===== src/lan_fc_pkg.sv =====
/*
  package for the flow-control and wake-status block: register indices,
  field positions, reset values and pause timing constants.
  assumes a 125 MHz core clock and a byte-wide index register port.
*/
package lan_fc_pkg;
  // ---------------------------------------------------------------
  // register map (indices, byte address = 4 * index)
  // ---------------------------------------------------------------
  localparam logic [7:0] FLOW_CTRL_IDX = 8'h19;
  localparam logic [7:0] WAKE_STAT_IDX = 8'h1b;
  localparam logic [9:0] FLOW_CTRL_ADDR = {FLOW_CTRL_IDX, 2'b00};
  localparam logic [9:0] WAKE_STAT_ADDR = {WAKE_STAT_IDX, 2'b00};
  localparam logic [15:0] FLOW_CTRL_RST = 16'h0000;
  localparam logic [7:0] WAKE_STAT_RST = 8'h00;
  // ---------------------------------------------------------------
  // flow control fields
  // ---------------------------------------------------------------
  localparam int LOW_PAUSE_BIT = 12;
  localparam int PAUSE_ACT_BIT = 11;
  localparam int PAUSE_SENT_BIT = 10;
  localparam int PAUSE_REQ_BIT = 9;
  localparam int RESUME_REQ_BIT = 8;
  localparam int THRESH_LSB = 0;
  localparam int THRESH_W = 3;
  localparam logic [2:0] THRESH_RST = 3'h0;
  // ---------------------------------------------------------------
  // wake status fields
  // ---------------------------------------------------------------
  localparam int LINK_CHG_BIT = 7;
  localparam int WAKE_PAT_BIT = 6;
  localparam int FILT_PKT_BIT = 5;
  localparam int PWR_EVT_BIT = 0;
  // ---------------------------------------------------------------
  // timing: one pause quantum is 512 bit times at 100 Mb/s
  // ---------------------------------------------------------------
  localparam int CLK_MHZ = 125;
  localparam int QUANTUM_NS = 5120;
  localparam int QUANTUM_CYC = (QUANTUM_NS * CLK_MHZ) / 1000;
  localparam int FREE_BYTES_UNIT = 512;
  localparam logic [10:0] FIFO_BYTES = 11'h7ff;
  // ---------------------------------------------------------------
  // free-byte threshold per encoding: (code + 1) * 0.50 KB
  // ---------------------------------------------------------------
  function automatic logic [12:0] thresh_bytes(input logic [2:0] code);
    thresh_bytes = 13'((int'(code) + 1) * FREE_BYTES_UNIT);
  endfunction
endpackage


===== src/lan_flow_control_wake_status.sv =====
/*
  flow-control status and wake-event status registers of a lan controller.
  assumes mac, receive fifo and filter logic on i_clk give one-cycle event
  pulses; link status arrives from a pin and is synchronised here.
*/
// Strobed register access was chosen for this implementation.
`timescale 1ns/10ps
// Operation
// - low pause set nonzero; cleared zero/pause
// - pause active on any pause cause but a low pause frame
// - pause sent set on nonzero transmit
// - pause request acts like full fifo
// - descriptor pause flag sets pause request
// - only resume bit clears pause request
// - resume bit reads as zero
// - threshold selects free fifo bytes
// - link change sticky until one written
// - wake pattern sets flag unconditionally
// - filtered packet sets wake flag
// - power event mirrors wake status
// - clearing power event drops wake output
// - wake flags cleared only by writing one
module lan_flow_control_wake_status
  import lan_fc_pkg::*;
(
  input wire logic i_clk,
  input wire logic i_arst_n,
  input wire logic [9:0] i_addr,
  input wire logic [31:0] i_wdata,
  input wire logic i_wr,
  input wire logic i_rd,
  output logic [31:0] o_rdata,
  input wire logic [10:0] i_fifo_free,
  input wire logic i_rx_pause,
  input wire logic i_rx_pause_low,
  input wire logic [15:0] i_rx_pause_val,
  input wire logic i_desc_pause,
  input wire logic i_tx_pause_done,
  input wire logic [15:0] i_pause_time,
  input wire logic i_link_up,
  input wire logic i_wake_pattern,
  input wire logic i_filter_match,
  input wire logic i_wake_event,
  output logic o_pause_gen,
  output logic [15:0] o_pause_val,
  output logic o_pause_active,
  output logic o_power_wake_event,
  output logic o_power_mgmt_ctrl_stat
);
  // ---------------------------------------------------------------
  // register decode
  // ---------------------------------------------------------------
  logic wr_fc;
  logic wr_ws;
  logic rd_fc;
  logic rd_ws;
  assign wr_fc = i_wr && (i_addr == FLOW_CTRL_ADDR);
  assign wr_ws = i_wr && (i_addr == WAKE_STAT_ADDR);
  assign rd_fc = i_rd && (i_addr == FLOW_CTRL_ADDR);
  assign rd_ws = i_rd && (i_addr == WAKE_STAT_ADDR);

  // ---------------------------------------------------------------
  // link status synchroniser
  // ---------------------------------------------------------------
  logic link_s1_ff;
  logic link_s2_ff;
  logic link_s3_ff;
  logic link_prime_ff;
  logic link_chg;
  always_ff @(posedge i_clk or negedge i_arst_n) begin
    if (!i_arst_n) begin
      link_s1_ff <= 1'b0;
      link_s2_ff <= 1'b0;
      link_s3_ff <= 1'b0;
      link_prime_ff <= 1'b0;
    end else begin
      link_s1_ff <= i_link_up;
      link_s2_ff <= link_s1_ff;
      link_s3_ff <= link_s2_ff;
      link_prime_ff <= 1'b1;
    end
  end
  // first cycle after reset is ignored; a link already up at reset still shows as a change
  assign link_chg = link_prime_ff && (link_s2_ff != link_s3_ff);

  // ---------------------------------------------------------------
  // threshold and pause request
  // ---------------------------------------------------------------
  logic [2:0] thresh_ff;
  logic [2:0] nxt_thresh;
  logic req_ff;
  logic nxt_req;
  logic fifo_hit;
  logic req_set;
  logic req_clr;
  assign nxt_thresh = wr_fc ? i_wdata[THRESH_LSB +: THRESH_W] : thresh_ff;
  assign fifo_hit = ({2'b00, i_fifo_free} <= thresh_bytes(thresh_ff));
  assign req_set = (wr_fc && i_wdata[PAUSE_REQ_BIT]) || i_desc_pause;
  assign req_clr = wr_fc && i_wdata[RESUME_REQ_BIT];
  assign nxt_req = req_set | (req_ff & ~req_clr);
  always_ff @(posedge i_clk or negedge i_arst_n) begin
    if (!i_arst_n) begin
      thresh_ff <= THRESH_RST;
      req_ff <= 1'b0;
    end else begin
      thresh_ff <= nxt_thresh;
      req_ff <= nxt_req;
    end
  end

  // ---------------------------------------------------------------
  // pause frame generation
  // ---------------------------------------------------------------
  logic cause;
  logic gen_ff;
  logic nxt_gen;
  logic t_run;
  logic [15:0] pval_ff;
  assign cause = fifo_hit || req_ff;
  // one frame per pause period; a held cause re-sends only after the timer runs out
  assign nxt_gen = cause && !t_run && !i_tx_pause_done;
  always_ff @(posedge i_clk or negedge i_arst_n) begin
    if (!i_arst_n) begin
      gen_ff <= 1'b0;
      pval_ff <= 16'h0000;
    end else begin
      gen_ff <= nxt_gen;
      pval_ff <= i_pause_time;
    end
  end
  assign o_pause_gen = gen_ff;
  assign o_pause_val = pval_ff;

  // ---------------------------------------------------------------
  // pause timer and status bits
  // ---------------------------------------------------------------
  logic rx_load;
  logic tx_load;
  logic t_load;
  logic [15:0] t_value;
  logic t_zero;
  assign rx_load = i_rx_pause || i_rx_pause_low;
  assign tx_load = i_tx_pause_done && (i_pause_time != 16'h0000);
  assign t_load = rx_load || tx_load;
  assign t_value = rx_load ? i_rx_pause_val : i_pause_time;
  pause_timer u_timer (
    .i_clk(i_clk),
    .i_arst_n(i_arst_n),
    .i_load(t_load),
    .i_value(t_value),
    .o_zero_pulse(t_zero),
    .o_running(t_run)
  );
  logic low_ff;
  logic act_ff;
  logic sent_ff;
  logic nxt_low;
  logic nxt_act;
  logic nxt_sent;
  logic low_set;
  logic act_set;
  logic sent_set;
  assign low_set = i_rx_pause_low && (i_rx_pause_val != 16'h0000);
  assign nxt_low = low_set | (low_ff & ~(t_zero | i_rx_pause));
  assign act_set = cause || i_desc_pause || i_rx_pause;
  assign nxt_act = act_set | (act_ff & ~t_zero);
  assign sent_set = tx_load;
  assign nxt_sent = sent_set | (sent_ff & ~t_zero);
  always_ff @(posedge i_clk or negedge i_arst_n) begin
    if (!i_arst_n) begin
      low_ff <= 1'b0;
      act_ff <= 1'b0;
      sent_ff <= 1'b0;
    end else begin
      low_ff <= nxt_low;
      act_ff <= nxt_act;
      sent_ff <= nxt_sent;
    end
  end
  assign o_pause_active = act_ff;

  // ---------------------------------------------------------------
  // wake event flags
  // ---------------------------------------------------------------
  logic [3:0] ws_set;
  logic [3:0] ws_clr;
  logic [3:0] ws_q;
  localparam int WS_POS [4] = '{LINK_CHG_BIT, WAKE_PAT_BIT, FILT_PKT_BIT, PWR_EVT_BIT};
  assign ws_set = {link_chg, i_wake_pattern, i_filter_match, i_wake_event};
  genvar gi;
  generate
    for (gi = 0; gi < 4; gi++) begin : g_ws
      assign ws_clr[gi] = wr_ws && i_wdata[WS_POS[3 - gi]];
      w1c_flag u_flag (
        .i_clk(i_clk),
        .i_arst_n(i_arst_n),
        .i_set(ws_set[gi]),
        .i_clr(ws_clr[gi]),
        .o_flag(ws_q[gi])
      );
    end
  endgenerate
  assign o_power_mgmt_ctrl_stat = ws_q[0];
  assign o_power_wake_event = ws_q[0];

  // ---------------------------------------------------------------
  // read data, one cycle after the strobe
  // ---------------------------------------------------------------
  logic [31:0] fc_word;
  logic [31:0] ws_word;
  logic [31:0] rdata_ff;
  logic [31:0] nxt_rdata;
  assign fc_word = {19'h0_0000, low_ff, act_ff, sent_ff, req_ff, 1'b0, 5'h00, thresh_ff};
  assign ws_word = {24'h00_0000, ws_q[3], ws_q[2], ws_q[1], 4'h0, ws_q[0]};
  assign nxt_rdata = rd_fc ? fc_word : (rd_ws ? ws_word : 32'h0000_0000);
  always_ff @(posedge i_clk or negedge i_arst_n) begin
    if (!i_arst_n) begin
      rdata_ff <= 32'h0000_0000;
    end else begin
      rdata_ff <= nxt_rdata;
    end
  end
  assign o_rdata = rdata_ff;
endmodule


===== src/pause_timer.sv =====
/*
  pause timer: loads a quantum count and steps it down once per quantum.
  assumes loads come from the same clock domain as single-cycle pulses.
*/
`timescale 1ns/10ps
module pause_timer
  import lan_fc_pkg::*;
(
  input wire logic i_clk,
  input wire logic i_arst_n,
  input wire logic i_load,
  input wire logic [15:0] i_value,
  output logic o_zero_pulse,
  output logic o_running
);
  // ---------------------------------------------------------------
  // quantum divider and count
  // ---------------------------------------------------------------
  logic [15:0] cnt_ff;
  logic [15:0] nxt_cnt;
  logic [9:0] div_ff;
  logic [9:0] nxt_div;
  logic tick;
  assign tick = (div_ff == 10'(QUANTUM_CYC - 1));
  assign nxt_div = (i_load || tick) ? 10'h000 : div_ff + 10'h001;
  assign nxt_cnt = i_load ? i_value : ((tick && cnt_ff != 16'h0000) ? cnt_ff - 16'h0001 : cnt_ff);
  assign o_running = (cnt_ff != 16'h0000);
  assign o_zero_pulse = !i_load && tick && (cnt_ff == 16'h0001);
  always_ff @(posedge i_clk or negedge i_arst_n) begin
    if (!i_arst_n) begin
      cnt_ff <= 16'h0000;
      div_ff <= 10'h000;
    end else begin
      cnt_ff <= nxt_cnt;
      div_ff <= nxt_div;
    end
  end
endmodule


===== src/w1c_flag.sv =====
/*
  sticky event flag cleared by writing one; a set in the clear cycle wins.
  assumes set and clear are same-domain single-cycle terms.
*/
`timescale 1ns/10ps
module w1c_flag (
  input wire logic i_clk,
  input wire logic i_arst_n,
  input wire logic i_set,
  input wire logic i_clr,
  output logic o_flag
);
  logic flag_ff;
  logic nxt_flag;
  assign nxt_flag = i_set | (flag_ff & ~i_clr);
  assign o_flag = flag_ff;
  always_ff @(posedge i_clk or negedge i_arst_n) begin
    if (!i_arst_n) begin
      flag_ff <= 1'b0;
    end else begin
      flag_ff <= nxt_flag;
    end
  end
endmodule


===== config.mk =====
export PLATFORM = sky130hd
export DESIGN_NAME = lan_flow_control_wake_status
export DESIGN_NICKNAME = d
export VERILOG_FILES = /design/src/lan_fc_pkg.sv /design/src/lan_flow_control_wake_status.sv /design/src/pause_timer.sv /design/src/w1c_flag.sv
export SDC_FILE = /design/constraint.sdc
export NUM_CORES = 1
export LEC_CHECK = 0
export CAP_MARGIN = 0
export CORE_UTILIZATION = 45
export DETAILED_ROUTE_END_ITERATION = 7
export DONT_BUFFER_PORTS = 1
export SYNTH_ARGS = -nofsm -noshare
export SYNTH_HDL_FRONTEND = slang
export SYNTH_HIERARCHICAL = 1
export SYNTH_SLANG_ARGS = --single-unit

===== constraint.sdc =====
create_clock -name i_clk -period 2.1 [get_ports i_clk]
set_input_delay 0.21 -clock i_clk [delete_from_list [all_inputs] [get_ports i_clk]]
set_output_delay 0.21 -clock i_clk [all_outputs]
set_load 0.02 [all_outputs]

==> results.py <==
metrics = {
    "status": {
        "status": "complete, but fails checks",
        "violations": "negative setup slack",
    },
    "min_path": {
        "holdPathEnd": "req_ff",
        "hold_path_class": "in -> reg",
        "hold_start": "i_wdata[9]",
        "worstHoldPathCells": 1,
    },
    "logic_synthesis": {
        "synth.avg_cell_area_um2": 10.3,
        "synthMostInstantiatedCell": "dfrtp_1",
        "ys_warn_count": 6,
        "synth_area_leaders": "dfrtp_1 (48%), mux2_2 (6.3%), buf_4 (4.8%), nor2_1 (3.6%), nor4_1 (2.3%)",
        "netlist.top_cell.by_area": "dfrtp_1",
        "synthFlopType": "dfrtp_1",
        "synth_edf_count": 0,
        "ys_async_sr_fraction_pct": 100,
        "synth_top_area_share_pct": 47.7,
        "synth.distinct_cells": 58,
        "synth_common_cells": "dfrtp_1 (68), nor2_1 (34), buf_4 (23), inv_1 (21), mux2_2 (20)",
        "yosysSeqAreaShare_pct": 47.7,
        "syn_inst": 348,
        "synth-seq-cells": 68,
        "syn_area_um2": 3570,
    },
    "sta": {
        "tightest_slew_ns": 0.516,
        "fmax_mhz": 454,
        "rsz0062_at_grt": "yes",
        "finClkSkew_ns": 0.00667,
        "setup-violations-final": 4,
        "worst_slack_ns": -0.103,
        "hold_violations": 0,
        "fin_setup_tns_ns": -0.305,
        "fin_crit_sh_pct": 105,
        "final_max_slew_viol_count": 0,
        "relSlewSlack_pct": 65.3,
        "min_period_ns": 2.20,
        "whs_ns": 0.0200,
    },
    "clock_tree": {
        "cts_tree": "yes",
        "cts-root-buf": "clkbuf_8",
        "numClockSinks": 68,
        "cts_buffer_depth": 2,
        "cts.htree.levels": 3,
        "clkTransAtPathRegs_ns": 0.07,
        "clkLatencyLatePin_ns": 0.34,
        "cts_made_buffers": 9,
    },
    "setup_path": {
        "worstSetupEndpointType": "register",
        "cp_cell_sequence": "or4_4 -> or4_4 -> buf_6 -> or4_1 -> nand3_1",
        "crit_path_max_fanout": 3,
        "cp_slowest_stage_delay_ns": 0.54,
        "rrSetupSlack_ns": -0.10,
        "critPathArrivalTime_ns": 2.47,
        "crit_type": "reg -> reg",
        "critPathSlowestCell": "or4_4",
        "cp-start-kind": "register",
        "r2r_end": "u_timer/cnt_ff[11]",
        "reg2reg_from": "u_timer/cnt_ff[6]",
        "worst_r2r_path_depth": 5,
        "cp_common_cell": "or4_4",
        "cp.required_ns": 2.37,
    },
    "power": {
        "combPwrFrac_pct": 13.2,
        "internal-power_mw": 2.12,
        "peakVddDrop_uv": 302,
        "seq_power_share_pct": 49.2,
        "p_leak_nw": 1.95,
        "switching_share_pct": 26.2,
        "power.density_nw_per_um2": 633,
        "switchingPower_mw": 0.754,
        "power.clock.fraction_pct": 37.6,
    },
    "detailed_routing": {
        "viasPerCell": 5.43,
        "drc": 0,
        "ant_nets": 0,
        "wl_per_cell_um": 16.1,
        "drt_wl_total_mm": 8.58,
        "dr.pass1.iters": 4,
        "via_count": 2896,
        "drtIter0Drc": 156,
    },
    "placed_design": {
        "place_area_um2": 3900,
        "place.port_buffers": 0,
        "routabilityCongestion": 0.816,
        "dp_hpwl_mm": 6.05,
    },
    "layout": {
        "final_core_util_pct": 59.0,
        "drive_above_1_share_pct": 27.1,
        "fin_nets": 529,
        "fin_area_um2": 4540,
        "antenna_cells": 0,
        "area_growth_pct": 27.2,
    },
    "job": {
        "maxCapViolations": 0,
    },
    "floorplan": {
        "io_pins": 149,
        "core_um2": 7690,
        "fp.dieW_um": 91.1,
        "start_util_pct": 46.4,
        "die-height_um": 91.1,
        "die_area_um2": 8290,
        "rows": 32,
    },
    "grt": {
        "grt_start_max_net_pins": 69,
        "grt_overflow_total": 0,
        "grtUsageTotal_pct": 21.6,
        "grt_pass1_vias": 2844,
        "antenna_found_initial": 0,
        "grt_pass1_wl_mm": 14.1,
    },
}
[cell usage in the layout (no fill, tap or decap), types with 3 or more instances in the layout]
| cell | netlist | final |
|---|---|---|
| dlygate4sd3_1 | 0 | 26 |
| or4_4 | 4 | 7 |
| nor4_4 | 1 | 3 |
| xor2_1 | 5 | 5 |
| nor2_1 | 34 | 32 |
| and2_1 | 6 | 6 |
| or2_2 | 3 | 3 |
| o21ai_0 | 7 | 7 |
| inv_1 | 21 | 20 |
| ha_1 | 6 | 5 |
| nand4_1 | 9 | 9 |
| mux2_2 | 20 | 20 |
| a21o_1 | 4 | 4 |
| nor3b_1 | 5 | 5 |
| a31oi_1 | 10 | 8 |
| nor3_1 | 5 | 4 |
| nand3_1 | 10 | 10 |
| or3_1 | 5 | 4 |
| nor4_1 | 13 | 12 |
| clkbuf_8 | 0 | 10 |
| dfrtp_1 | 68 | 68 |
| o31ai_1 | 4 | 4 |
| or4_1 | 10 | 8 |
| nand2_1 | 18 | 18 |
| buf_4 | 23 | 50 |
| nand2b_1 | 3 | 3 |
| conb_1 | 2 | 23 |
| xnor2_1 | 4 | 4 |
[registers in the layout, indices dropped and copies added, names as in the netlist, 3 cells and up]
name and count:
g_ws.u_flag/o_flag 4, o_pause_val 16, o_rdata 10, thresh_ff 3
u_timer/cnt_ff 16, u_timer/div_ff 10
[layer usage]
layer / GRT usage (%) / wire (um)
met1: 29.1 / 3950
met3: 4.44 / 449
met2: 34.7 / 4050
met5: 0 / 0
met4: 7.54 / 135
[worst max-delay path, delay by kind of cell (launching register included)]
kind | cells | cell delay (ns)
simple gates | 4 | 1.63
flops | 1 | 0.38
buf+inv | 1 | 0.14
[cell families after synthesis]
| logic type | synth area share [%] |
|---|---|
| and+or+nand+nor | 24.3 |
| DFF | 47.7 |
| buffers and inverters | 8.13 |
| AOI/OAI and AO/OA | 8.80 |
| muxes | 6.59 |
| xor gates and xnor gates | 2.21 |
| adders and majority gates | 2.10 |
| other | 0.210 |
[how the worst max path moves through the flow]
stage | cells past startpoint | start | to | slack, ns
2_1_floorplan | 9 | i_pause_time[5] | o_pause_active | -0.11
5_1_grt | 4 | u_timer/cnt_ff[7] | u_timer/cnt_ff[15] | -0.15
6_report | 5 | u_timer/cnt_ff[6] | u_timer/cnt_ff[11] | -0.10
3_3_place_gp | 4 | u_timer/cnt_ff[0] | u_timer/cnt_ff[9] | -0.03
4_1_cts | 4 | u_timer/cnt_ff[0] | u_timer/cnt_ff[9] | -0.06
3_5_place_dp | 5 | u_timer/div_ff[0] | u_timer/cnt_ff[2] | -0.06
[power by group through the flow]
stage	Sequential, mW	Combinational (mW)	Clock [mW]
finish	1.41	0.378	1.08
CTS	1.41	0.361	1.11
floorplan	1.44	0.212	0
detailed placement	1.44	0.277	0
global placement	1.44	0.274	0
global route	1.42	0.417	1.17
[area by class of cell]
| cell class | count | area (um^2) |
|---|---|---|
| multi-input cells | 247 | 1760 |
| clock buffers | 12 | 145 |
| flip-flops and latches | 68 | 1700 |
| inverters | 21 | 78.8 |
| repair buffers | 79 | 679 |
| fillers | 688 | 3150 |
| clock inverters | 4 | 48.8 |
| well taps | 102 | 128 |
[per-stage QoR]
stage	std cells	setup WS (ns)	power [mW]
4_1_cts	526	-0.0638	2.88
3_3_place_gp	481	-0.0336	1.71
6_report	533	-0.103	2.87
3_5_place_dp	481	-0.0558	1.72
2_1_floorplan	369	-0.109	1.65
5_1_grt	533	-0.154	3.01
[repair_timing]
item | in CTS | in global routing
setup buffers | 2 | 6
hold endpoints to repair | 101 | 0
endpoints found under the setup margin | 9 | 14
cloned | 0 | 1
hold buffers | 27 | 0
resized for setup | 6 | 17
pin swaps | 3 | 7
No activity file was read; power rests on OpenSTA's default activity.
